[src/verilog/pls_pkg.sv]
// Summary of operation
// - Parallel port loads feedback and post-divide values
// - Parallel strobe rising edge captures inputs
// - Parallel strobe low makes latches transparent
// - Parallel path beats serial path
// - Undriven parallel inputs read as one
// - Serial shift register is twelve bits
// - Shift one bit per serial clock rise
// - Serial strobe falling edge captures shift register
// - Serial strobe high makes latches follow register
// - Test-select field picks diagnostic output source
// - Slow-down request divides output by sixteen
// - Slow-down sequenced and sampled by reference clock
// - Slow-down moves in four discrete steps
// - Post-divider ratios one to eight, even duty
// - Post-select codes map to two, four, eight, one
// - Feedback divider uses programmed feedback value
// - Output gate changes with output clock only
// - Reference select picks crystal or external clock
`default_nettype none
package pls_pkg;
  localparam int SR_LEN = 12;
  localparam int FB_W = 7;
  localparam int POST_W = 8;
  localparam int T_LSB = 0;
  localparam int N_LSB = 3;
  localparam int M_LSB = 5;
  localparam logic [2:0] SLOW_STEPS = 3'h4;
  localparam logic [7:0] POST_DIV2 = 8'h02;
  localparam logic [7:0] POST_DIV4 = 8'h04;
  localparam logic [7:0] POST_DIV8 = 8'h08;
  localparam logic [7:0] POST_DIV1 = 8'h01;
  localparam logic [11:0] ADDR_CTRL = 12'h000;
  localparam logic [11:0] ADDR_CFG = 12'h004;
  localparam logic [11:0] ADDR_STAT = 12'h008;
  localparam logic CTRL_RST = 1'h1;
  localparam logic [6:0] CFG_M_RST = 7'h7F;
  localparam logic [1:0] CFG_N_RST = 2'h3;
  localparam logic [2:0] CFG_T_RST = 3'h0;
  localparam logic PIN_PLOAD_RST = 1'h1;
  localparam logic PIN_REFSEL_RST = 1'h1;

  typedef struct packed {
    logic [6:0] m;
    logic [1:0] n;
    logic [2:0] t;
  } pls_cfg_s;
endpackage
`default_nettype wire

[src/verilog/pls_sync.sv]
`default_nettype none
module pls_sync #(
  parameter int W = 1,
  parameter logic [W-1:0] RST = '0
) (
  input wire logic clk,
  input wire logic reset,
  input wire logic [W-1:0] d,
  output logic [W-1:0] q
);
  if (W < 1) begin
    $error("pls_sync width must be positive");
  end

  logic [W-1:0] meta_q;
  logic [W-1:0] meta_d;
  logic [W-1:0] q_d;

  always_comb begin
    meta_d = d;
    q_d = meta_q;
  end

  always_ff @(posedge clk) begin
    if (reset) begin
      meta_q <= RST;
      q <= RST;
    end else begin
      meta_q <= meta_d;
      q <= q_d;
    end
  end
endmodule
`default_nettype wire

[src/verilog/pls_div.sv]
`default_nettype none
module pls_div
  import pls_pkg::*;
#(
  parameter int W = 8
) (
  input wire logic clk,
  input wire logic reset,
  input wire logic en,
  input wire logic [W-1:0] ratio,
  output logic out_q
);
  if (W < 1 || W > 16) begin
    $error("pls_div width out of range");
  end

  logic [W-1:0] cnt_q;
  logic [W-1:0] cnt_d;
  logic out_d;

  // Toggle every ratio ticks gives an even duty cycle
  always_comb begin
    cnt_d = cnt_q;
    out_d = out_q;
    if (en) begin
      if ({1'b0, cnt_q} + {{W{1'b0}}, 1'b1} >= {1'b0, ratio}) begin
        cnt_d = '0;
        out_d = ~out_q;
      end else begin
        cnt_d = cnt_q + {{(W-1){1'b0}}, 1'b1};
      end
    end
  end

  always_ff @(posedge clk) begin
    if (reset) begin
      cnt_q <= '0;
      out_q <= 1'b0;
    end else begin
      cnt_q <= cnt_d;
      out_q <= out_d;
    end
  end
endmodule
`default_nettype wire

[src/verilog/pls_ctrl.sv]
// Decided for this implementation: the register offsets and the APB interface to the registers.
`default_nettype none
module pls_ctrl
  import pls_pkg::*;
(
  input wire logic clk,
  input wire logic reset,
  input wire logic psel,
  input wire logic penable,
  input wire logic pwrite,
  input wire logic [11:0] paddr,
  input wire logic [31:0] pwdata,
  output logic [31:0] prdata_q,
  output logic pready_q,
  output logic pslverr_q,
  input wire logic [6:0] par_fb_div_in,
  input wire logic [6:0] par_fb_div_drive,
  input wire logic [1:0] par_post_sel_in,
  input wire logic [1:0] par_post_sel_drive,
  input wire logic par_latch_n,
  input wire logic ser_clock,
  input wire logic ser_data,
  input wire logic ser_latch,
  input wire logic output_enable,
  input wire logic slow_down_request,
  input wire logic ref_source_select,
  input wire logic xtal_ref_in,
  input wire logic external_reference_in,
  input wire logic vco_tick,
  output logic ref_clk_q,
  output logic fb_clk_q,
  output logic fout_q,
  output logic fout_n_q,
  output logic diag_q
);
  ////////////////////////////////////////////////////////////////////
  // Pin synchronisers
  logic [6:0] m_in_s;
  logic [6:0] m_drv_s;
  logic [1:0] n_in_s;
  logic [1:0] n_drv_s;
  logic [6:0] m_s;
  logic [1:0] n_s;
  logic pl_s;
  logic sl_s;
  logic sclk_s;
  logic sd_s;
  logic oe_s;
  logic sdr_s;
  logic rsel_s;
  logic xref_s;
  logic eref_s;

  // Pull-ups applied after the synchronisers
  always_comb begin
    m_s = m_in_s | ~m_drv_s;
    n_s = n_in_s | ~n_drv_s;
  end

  pls_sync #(.W(18), .RST({CFG_M_RST, CFG_N_RST, 9'h000})) u_sync_par (
    .clk(clk),
    .reset(reset),
    .d({par_fb_div_in, par_post_sel_in, par_fb_div_drive, par_post_sel_drive}),
    .q({m_in_s, n_in_s, m_drv_s, n_drv_s})
  );

  pls_sync #(.W(9), .RST({PIN_PLOAD_RST, 7'h00, PIN_REFSEL_RST})) u_sync_ctl (
    .clk(clk),
    .reset(reset),
    .d({par_latch_n, ser_latch, ser_clock, ser_data, output_enable,
        slow_down_request, xtal_ref_in, external_reference_in,
        ref_source_select}),
    .q({pl_s, sl_s, sclk_s, sd_s, oe_s, sdr_s, xref_s, eref_s, rsel_s})
  );

  ////////////////////////////////////////////////////////////////////
  // State
  pls_cfg_s cfg_q, cfg_d, ser_cfg;
  logic [SR_LEN-1:0] sr_q, sr_d;
  logic pl_prev_q, pl_prev_d;
  logic sl_prev_q, sl_prev_d;
  logic sclk_prev_q, sclk_prev_d;
  logic ref_lvl_q, ref_lvl_d;
  logic slow_req_q, slow_req_d;
  logic [2:0] step_q, step_d;
  logic gate_q, gate_d;
  logic ctrl_en_q, ctrl_en_d;
  logic [7:0] ratio_q, ratio_d;
  logic ref_clk_d, fout_d, fout_n_d, diag_d;
  logic [31:0] prdata_d;
  logic pready_d, pslverr_d;
  logic post_out, fb_out;
  logic ref_tick, pl_rise, sl_fall, sclk_rise, apb_wr;
  logic [7:0] base;

  pls_div #(.W(FB_W)) u_fb_div (
    .clk(clk),
    .reset(reset),
    .en(vco_tick),
    .ratio(cfg_q.m),
    .out_q(fb_out)
  );

  pls_div #(.W(POST_W)) u_post_div (
    .clk(clk),
    .reset(reset),
    .en(vco_tick),
    .ratio(ratio_q),
    .out_q(post_out)
  );

  ////////////////////////////////////////////////////////////////////
  // Next state
  always_comb begin
    pl_prev_d = pl_s;
    sl_prev_d = sl_s;
    sclk_prev_d = sclk_s;
    pl_rise = pl_s & ~pl_prev_q;
    sl_fall = sl_prev_q & ~sl_s;
    sclk_rise = sclk_s & ~sclk_prev_q;
    // Reference pick and edge detect
    ref_lvl_d = rsel_s ? xref_s : eref_s;
    ref_clk_d = ref_lvl_q;
    ref_tick = ref_lvl_d & ~ref_lvl_q;
    // Shift register
    sr_d = sr_q;
    if (sclk_rise) begin
      sr_d = {sr_q[SR_LEN-2:0], sd_s};
    end
    // Serial word fields
    ser_cfg.t = sr_q[T_LSB +: 3];
    ser_cfg.n = sr_q[N_LSB +: 2];
    ser_cfg.m = sr_q[M_LSB +: 7];
    // Configuration latches
    cfg_d = cfg_q;
    if (sl_s || sl_fall) begin
      cfg_d = ser_cfg;
    end
    if (!pl_s || pl_rise) begin
      cfg_d.m = m_s;
      cfg_d.n = n_s;
    end
    // Slow-down stepping on reference edges
    slow_req_d = slow_req_q;
    step_d = step_q;
    if (ref_tick) begin
      slow_req_d = sdr_s;
      if (slow_req_q && step_q < SLOW_STEPS) begin
        step_d = step_q + 3'h1;
      end else if (!slow_req_q && step_q != 3'h0) begin
        step_d = step_q - 3'h1;
      end
    end
    case (cfg_q.n)
      2'h0: base = POST_DIV2;
      2'h1: base = POST_DIV4;
      2'h2: base = POST_DIV8;
      default: base = POST_DIV1;
    endcase
    ratio_d = base << step_q;
    // Output gate only moves while divider output is low
    gate_d = gate_q;
    if (!post_out) begin
      gate_d = oe_s & ctrl_en_q;
    end
    fout_d = post_out & gate_q;
    fout_n_d = ~(post_out & gate_q);
    case (cfg_q.t)
      3'h0: diag_d = 1'b0;
      3'h1: diag_d = ref_lvl_q;
      3'h2: diag_d = fb_out;
      3'h3: diag_d = post_out;
      3'h4: diag_d = sr_q[SR_LEN-1];
      3'h5: diag_d = slow_req_q;
      3'h6: diag_d = gate_q;
      default: diag_d = 1'b1;
    endcase
  end

  ////////////////////////////////////////////////////////////////////
  // APB slave, one wait-free access phase
  always_comb begin
    apb_wr = psel & penable & pready_q & pwrite;
    ctrl_en_d = ctrl_en_q;
    if (apb_wr && paddr == ADDR_CTRL) begin
      ctrl_en_d = pwdata[0];
    end
    pready_d = psel & ~penable;
    prdata_d = 32'h0000_0000;
    pslverr_d = 1'b0;
    if (psel && !penable) begin
      case (paddr)
        ADDR_CTRL: prdata_d = {31'h0, ctrl_en_q};
        ADDR_CFG: prdata_d = {20'h0, cfg_q};
        ADDR_STAT: prdata_d = {24'h0, gate_q, pl_s, sl_s, rsel_s,
                               slow_req_q, step_q};
        default: pslverr_d = 1'b1;
      endcase
    end
  end

  always_ff @(posedge clk) begin
    if (reset) begin
      cfg_q <= '{m: CFG_M_RST, n: CFG_N_RST, t: CFG_T_RST};
      sr_q <= '0;
      pl_prev_q <= PIN_PLOAD_RST;
      sl_prev_q <= 1'b0;
      sclk_prev_q <= 1'b0;
      ref_lvl_q <= 1'b0;
      slow_req_q <= 1'b0;
      step_q <= 3'h0;
      gate_q <= 1'b0;
      ctrl_en_q <= CTRL_RST;
      ratio_q <= POST_DIV1;
      ref_clk_q <= 1'b0;
      fb_clk_q <= 1'b0;
      fout_q <= 1'b0;
      fout_n_q <= 1'b1;
      diag_q <= 1'b0;
      prdata_q <= 32'h0000_0000;
      pready_q <= 1'b0;
      pslverr_q <= 1'b0;
    end else begin
      cfg_q <= cfg_d;
      sr_q <= sr_d;
      pl_prev_q <= pl_prev_d;
      sl_prev_q <= sl_prev_d;
      sclk_prev_q <= sclk_prev_d;
      ref_lvl_q <= ref_lvl_d;
      slow_req_q <= slow_req_d;
      step_q <= step_d;
      gate_q <= gate_d;
      ctrl_en_q <= ctrl_en_d;
      ratio_q <= ratio_d;
      ref_clk_q <= ref_clk_d;
      fb_clk_q <= fb_out;
      fout_q <= fout_d;
      fout_n_q <= fout_n_d;
      diag_q <= diag_d;
      prdata_q <= prdata_d;
      pready_q <= pready_d;
      pslverr_q <= pslverr_d;
    end
  end

  ////////////////////////////////////////////////////////////////////
  // Checks
  property p_par_transp;
    @(posedge clk) disable iff (reset) !pl_s |=> cfg_q.m == $past(m_s);
  endproperty
  a_par_transp: assert property (p_par_transp) else $error("par transparency");

  property p_par_capture;
    @(posedge clk) disable iff (reset)
      pl_rise ##1 (pl_s && !sl_s && !sl_fall)[*3] |-> cfg_q.n == $past(n_s, 3);
  endproperty
  a_par_capture: assert property (p_par_capture) else $error("par capture");

  property p_par_prio;
    @(posedge clk) disable iff (reset)
      (!pl_s && sl_s) |=> cfg_q.m == $past(m_s) && cfg_q.t == $past(sr_q[2:0]);
  endproperty
  a_par_prio: assert property (p_par_prio) else $error("parallel priority");

  property p_shift;
    @(posedge clk) disable iff (reset)
      sclk_rise |=> sr_q == {$past(sr_q[SR_LEN-2:0]), $past(sd_s)};
  endproperty
  a_shift: assert property (p_shift) else $error("shift step");

  property p_ser_capture;
    @(posedge clk) disable iff (reset)
      (sl_fall && pl_s && !pl_rise) |=> cfg_q.m == $past(sr_q[11:5]);
  endproperty
  a_ser_capture: assert property (p_ser_capture) else $error("serial capture");

  property p_step_one;
    @(posedge clk) disable iff (reset)
      step_q <= SLOW_STEPS && (step_q - $past(step_q) == 3'h1 ||
      $past(step_q) - step_q == 3'h1 || step_q == $past(step_q));
  endproperty
  a_step_one: assert property (p_step_one) else $error("step jump");

  property p_step_ref;
    @(posedge clk) disable iff (reset) !ref_tick |=> $stable(step_q);
  endproperty
  a_step_ref: assert property (p_step_ref) else $error("step off ref");

  property p_gate_low;
    @(posedge clk) disable iff (reset) !gate_q |=> !fout_q && fout_n_q;
  endproperty
  a_gate_low: assert property (p_gate_low) else $error("gated output");

  property p_ratio;
    @(posedge clk) disable iff (reset)
      ##1 ratio_q == 8'($past(base) << $past(step_q));
  endproperty
  a_ratio: assert property (p_ratio) else $error("post ratio");

  c_full_slow: cover property (@(posedge clk) disable iff (reset)
    step_q == SLOW_STEPS);
  c_ser_load: cover property (@(posedge clk) disable iff (reset)
    sl_fall && pl_s);
  c_par_load: cover property (@(posedge clk) disable iff (reset) pl_rise);
endmodule
`default_nettype wire

[config.mk]
export PLATFORM = sky130hd
export DESIGN_NAME = pls_ctrl
export DESIGN_NICKNAME = d
export VERILOG_FILES = /design/src/verilog/pls_pkg.sv /design/src/verilog/pls_sync.sv /design/src/verilog/pls_div.sv /design/src/verilog/pls_ctrl.sv
export SDC_FILE = /design/constraint.sdc
export NUM_CORES = 1
export LEC_CHECK = 0
export BUFFER_PORTS_ARGS = -buffer_cell sky130_fd_sc_hd__buf_2
export CORE_MARGIN = 2
export CORE_UTILIZATION = 54
export CTS_BUF_LIST = sky130_fd_sc_hd__clkbuf_16
export DETAILED_ROUTE_END_ITERATION = 16
export PLACE_DENSITY = 0.79
export SYNTH_ARGS = -nofsm -noshare
export SYNTH_HDL_FRONTEND = slang
export SYNTH_SLANG_ARGS = --single-unit
[constraint.sdc]
create_clock -name clk -period 2.8 [get_ports clk]
set_input_delay 0.84 -clock clk [delete_from_list [all_inputs] [get_ports clk]]
set_output_delay 0.84 -clock clk [all_outputs]
set_load 0.02 [all_outputs]
## Word level (Yosys, flattened, before mapping)

Cells that the tools add are included.

| word-level totals | value |
|---|---|
| register bits | 152 |
| input bits | 77 |
| output and inout port bits | 39 |
| logic and storage cells | 103 |

| operators by class | value |
|---|---|
| add/subtract/negate cells | 6 |
| magnitude comparators | 3 |
| equal/unequal tests | 10 |
| shift operators | 1 |
| mux-type cells | 11 |
| bitwise gates (word level) | 23 |
| reduce and logical (&&, ||, !) cells | 20 |

Operators by type and width:

| cell | number |
|---|---|
| $pmux W12 S3 | 1 |
| $eq A12 B3 Y1 const B | 1 |
| $eq A12 B4 Y1 const B | 1 |
| $logic_not A12 Y1 | 1 |
| $mux W12 | 1 |
| $pmux W4 S3 | 1 |
| $and A1 B1 Y1 | 10 |
| $add A8 B1 Y9 const B | 1 |
| $eq A3 B3 Y1 const B | 3 |
| $ge A9 B8 Y1 | 1 |
| $mux W9 | 1 |
| $not A1 Y1 | 9 |
| $add A7 B1 Y8 const B | 1 |
| $add A8 B1 Y8 const B | 1 |
| $ge A8 B7 Y1 | 1 |
| $mux W8 | 1 |
| $shl A8 B3 Y8 | 1 |
| $add A7 B1 Y7 const B | 1 |
| $mux W7 | 1 |
| $not A7 Y7 | 1 |
| $or A7 B7 Y7 | 1 |
| $pmux W1 S7 | 1 |
| $eq A3 B2 Y1 const B | 2 |
| $mux W3 | 2 |
| 19 further kinds | 29 |

## Logic depth before layout (Yosys ltp)

| depth | value |
|---|---|
| depth in word-level cells | 5 |
| depth in mapped cells | 11 |
| mapped depth without buffers | 10 |

## Modules after synthesis

A second synthesis with hierarchy kept.

| second synthesis, totals | value |
|---|---|
| cell total of the unflattened synthesis | 582 |
| area total of the unflattened synthesis | 5651.7 um2 |

By module, submodules not included:

| module | times used | cells each | area an instance (um2) | seq. area each (um2) |
|---|---|---|---|---|
| pls_ctrl | 1 | 299 | 2700.1 | 1221.2 |
| pls_sync (u_sync_par) | 1 | 75 | 980.9 | 720.7 |
| pls_div (u_post_div) | 1 | 94 | 843.3 | 180.2 |
| pls_div (u_fb_div) | 1 | 77 | 633.1 | 160.2 |
| pls_sync (u_sync_ctl) | 1 | 37 | 494.2 | 360.3 |

## Worst setup path before layout

Ideal clock, no wire load.

| path | value |
|---|---|
| path type | register to register |
| start point | register u_post_div.cnt_q[0] |
| end point | register u_post_div.out_q |
| library setup time | 134 ps |
| arrival | 2265 ps |
| required time | 2666 ps |
| slack | 401 ps |
| stages on the path, launching flop included | 11 |
| path buffers | 0 |
| period minus slack after synthesis | 2399 ps |
| cell sequence | dfxtp_1 ha_1 nand3_4 nor2_8 xor2_1 ha_1 nand3_1 o211ai_1 a21oi_1 and4b_1 or4_1 |

| between the ends | value |
|---|---|
| word-level cells in the longest chain between the ends | 3 |

Ends and longest elaborated chain:

| item | line | source |
|---|---|---|
| start: declaration | pls_div.sv:17 | `logic [W-1:0] cnt_q;` |
| start signal: assignment | pls_div.sv:40 | `cnt_q <= cnt_d;` |
| $add A8 B1 Y9 | pls_div.sv:26 | `if ({1'b0, cnt_q} + {{W{1'b0}}, 1'b1} >= {1'b0, ratio}) begin` |
| $ge A9 B8 Y1 | pls_div.sv:26 |  |
| $reduce_and A2 Y1 (no source line) | - |  |
| end signal: assignment | pls_div.sv:41 | `out_q <= out_d;` |
| end: declaration | pls_div.sv:11 | `output logic out_q` |

Every way passes these cells.
A chain may end at the register's enable or synchronous reset.

## Worst setup path after layout

| path | value |
|---|---|
| start point | register u_post_div.cnt_q[1] |
| end point | register u_post_div.out_q |

The elaborated chain is that of the path after synthesis.

==> impl_metrics.ini <==
[status]
status = completed

[sta]
layout_min_cycle_time_ps = 2592
hold_viol_final = 0
rsz0062_at_grt = false
worstMarginPinSlew_ps = 735.8
slew_violations = 0
relSlewSlack = 0.5084
period_share = 0.9257
finalSetupViolCount = 0
fmax_ghz = 0.3858
whs_ps = 405.0
fin_skew_ps = 7.178
setup_tns_ps = 0

[global_route]
grt_use_total = 0.1869
overflow = 0
grt_max_degree = 55
grt_pass1_vias = 3591
antenna_found_initial = 0
grt_pass1_wl_um = 16550

[floorplanning]
core_area_um2 = 9774
die_width_um = 104.2
die_area_um2 = 10850
start_util = 0.5543
die_h_um = 104.2
num_io_pins = 116
rows = 36

[hold_path]
hold_class = reg -> reg
min_from = u_sync_ctl.meta_q[8]$_SDFF_PP1_

[routing]
drcViolationCount = 0
drt_iter0_drc = 263
drtPass1Iterations = 4
vias = 3972
viasPerCell = 5.099
wl_um = 9999
antenna_left = 0
avgRoutedWirePerCell_um = 12.84

[synth]
syn_area_per_cell_um2 = 9.422
yosysWarnings = 0
synth-seq-cells = 132
synth_area_um2 = 5418
synthTopCellsByArea = dfxtp_1, nor2b_1, nand2_1
synth.top_cell.area_share = 0.4878
synthArstFlopShare = 0
yosysUniqueCellTypes = 56
synthCells = 575
synth_edf_count = 0
synth_seq_area_share = 0.4878
synth_largest_area_cell = dfxtp_1
ys.flop_type = dfxtp_1

[finish]
diodes = 0
nets = 728
drive_above_1_share = 0.2198
layout_commonest_cell = dfxtp_1
layout_common_cells = dfxtp_1, buf_2, nand2_1
syn2layout_area_growth_pct = 17.32

[setup_path]
startpoint = u_post_div.cnt_q[1]$_SDFFE_PP0P_
endpoint_kind = flop
start_kind = flop
worstRegToRegCells = 10
crit_end = u_post_div.out_q$_SDFFE_PP0P_
cp_max_fo = 4
cp.arrival_ps = 2870
rr_endpoint = u_post_div.out_q$_SDFFE_PP0P_
cp_data_required_time_ps = 3080
worstSetupPathType = reg -> reg
rrSetupSlack_ps = 210
rr_startpoint = u_post_div.cnt_q[1]$_SDFFE_PP0P_

[power_and_ir_drop]
finalPower_uw = 4395
p_leak_uw = 0.002588
vdd_drop_max_mv = 0.5451
p_per_area_nw_per_um2 = 691.4

[clock_tree]
insertion_delay_ps = 410
holdBufCountCts = 0
cts-buffers-inserted = 17
cts_tree = built
cts_sinks = 132
clkSlewWorstSetupHoldPaths_ps = 60
htree_num_levels = 4
root_buffer = clkbuf_16
clockBufferDepth = 2

[placed_design]
portBuffers = 64
place_hpwl_um = 6434
gp_congestion = 0.8099

[flow_run]
max_cap_violations = 0
## flip-flops by register name, summed over array words and instances, names as in the netlist, 8 cells and up
name / flops
u_sync_par.meta_q: 18
u_sync_ctl.meta_q: 9
u_sync_ctl.q: 9
u_post_div.cnt_q: 8
u_sync_par.q: 18
ratio_q: 8
prdata_q: 12
cfg_q: 12
ser_cfg: 12
## routing by layer
metal	up-vias	global-route usage	part of all wire
met5	-	0	0
met4	0	0.07432	0.018
met3	18	0.04637	0.047
met2	103	0.3167	0.51
met1	1830	0.2282	0.43
li1	2021	-	-
## report_power, final
| group | internal, uW | total, uW | switching [uW] |
|---|---|---|---|
| Sequential | 1940 | 1970 | 35.3 |
| Combinational | 106 | 249 | 143 |
| Clock | 1260 | 2170 | 911 |
## cells in the mapped netlist, types with 13 or more instances
cell	instances
a21oi_1	27
inv_1	23
clkbuf_1	27
buf_4	22
nor2_1	30
nand3_1	15
dfxtp_1	132
nand3b_1	13
nand2_1	57
or2_2	26
ha_1	17
nand2b_1	17
nor2b_1	41
## critical path: stages (launching register included)
cell and delay [ps]:
dfxtp_1 410, ha_2 280, nand3_4 130, nor2_8 140
xor2_1 90, ha_1 300, nand3_1 100, o211ai_1 220
a21oi_2 90, and4b_1 190, or4_1 510
## metrics by stage
step | setup WS, ps | cell area (um^2) | instances | utilization
floorplan | 401.2 | 5489 | 594 | -
global placement | 165.5 | 5759 | 747 | 0.5892
detailed placement | 46.13 | 5759 | 747 | 0.5892
CTS | 15.35 | 6349 | 779 | 0.6495
global route | 36.18 | 6356 | 779 | 0.6503
finish | 208.1 | 6356 | 779 | 0.6503
## worst min-delay path by stage
stage          cells past startpoint                     endpoint
2_1_floorplan                      1   u_sync_ctl.q[0]$_SDFF_PP1_
3_3_place_gp                       1  u_sync_par.q[11]$_SDFF_PP1_
3_5_place_dp                       1  u_sync_par.q[11]$_SDFF_PP1_
4_1_cts                            1   u_sync_ctl.q[8]$_SDFF_PP1_
5_1_grt                            1  u_sync_par.q[16]$_SDFF_PP1_
6_report                           1   u_sync_ctl.q[8]$_SDFF_PP1_
## kinds of logic (layout without fill, tap and decap cells)
kind of cell	Yosys count	count (layout)	synth area share
AOI/OAI and AO/OA	84	84	0.1074
xor gates and xnor gates	13	13	0.02102
adders and majority gates	18	18	0.04296
buffers and inverters	75	127	0.06744
DFF	132	132	0.4878
muxes	6	6	0.01363
other	1	20	0.0006922
and+or+nand+nor	246	246	0.2591
## final cells by class
cell class | count | area, um^2
multi-input combinational | 387 | 2487
clock inverter | 15 | 163.9
timing repair buffer | 72 | 382.9
sequential | 132 | 2644
tap | 133 | 166.4
clock buffer | 17 | 425.4
inverter | 23 | 86.33
fill | 787 | 3418
## what timing repair did
| action | CTS | global route |
|---|---|---|
| resized for setup | 0 | 3 |
| buffers inserted | 0 | 0 |
| endpoints found under the setup margin | 0 | 7 |
(Power assumes the default switching activity.)
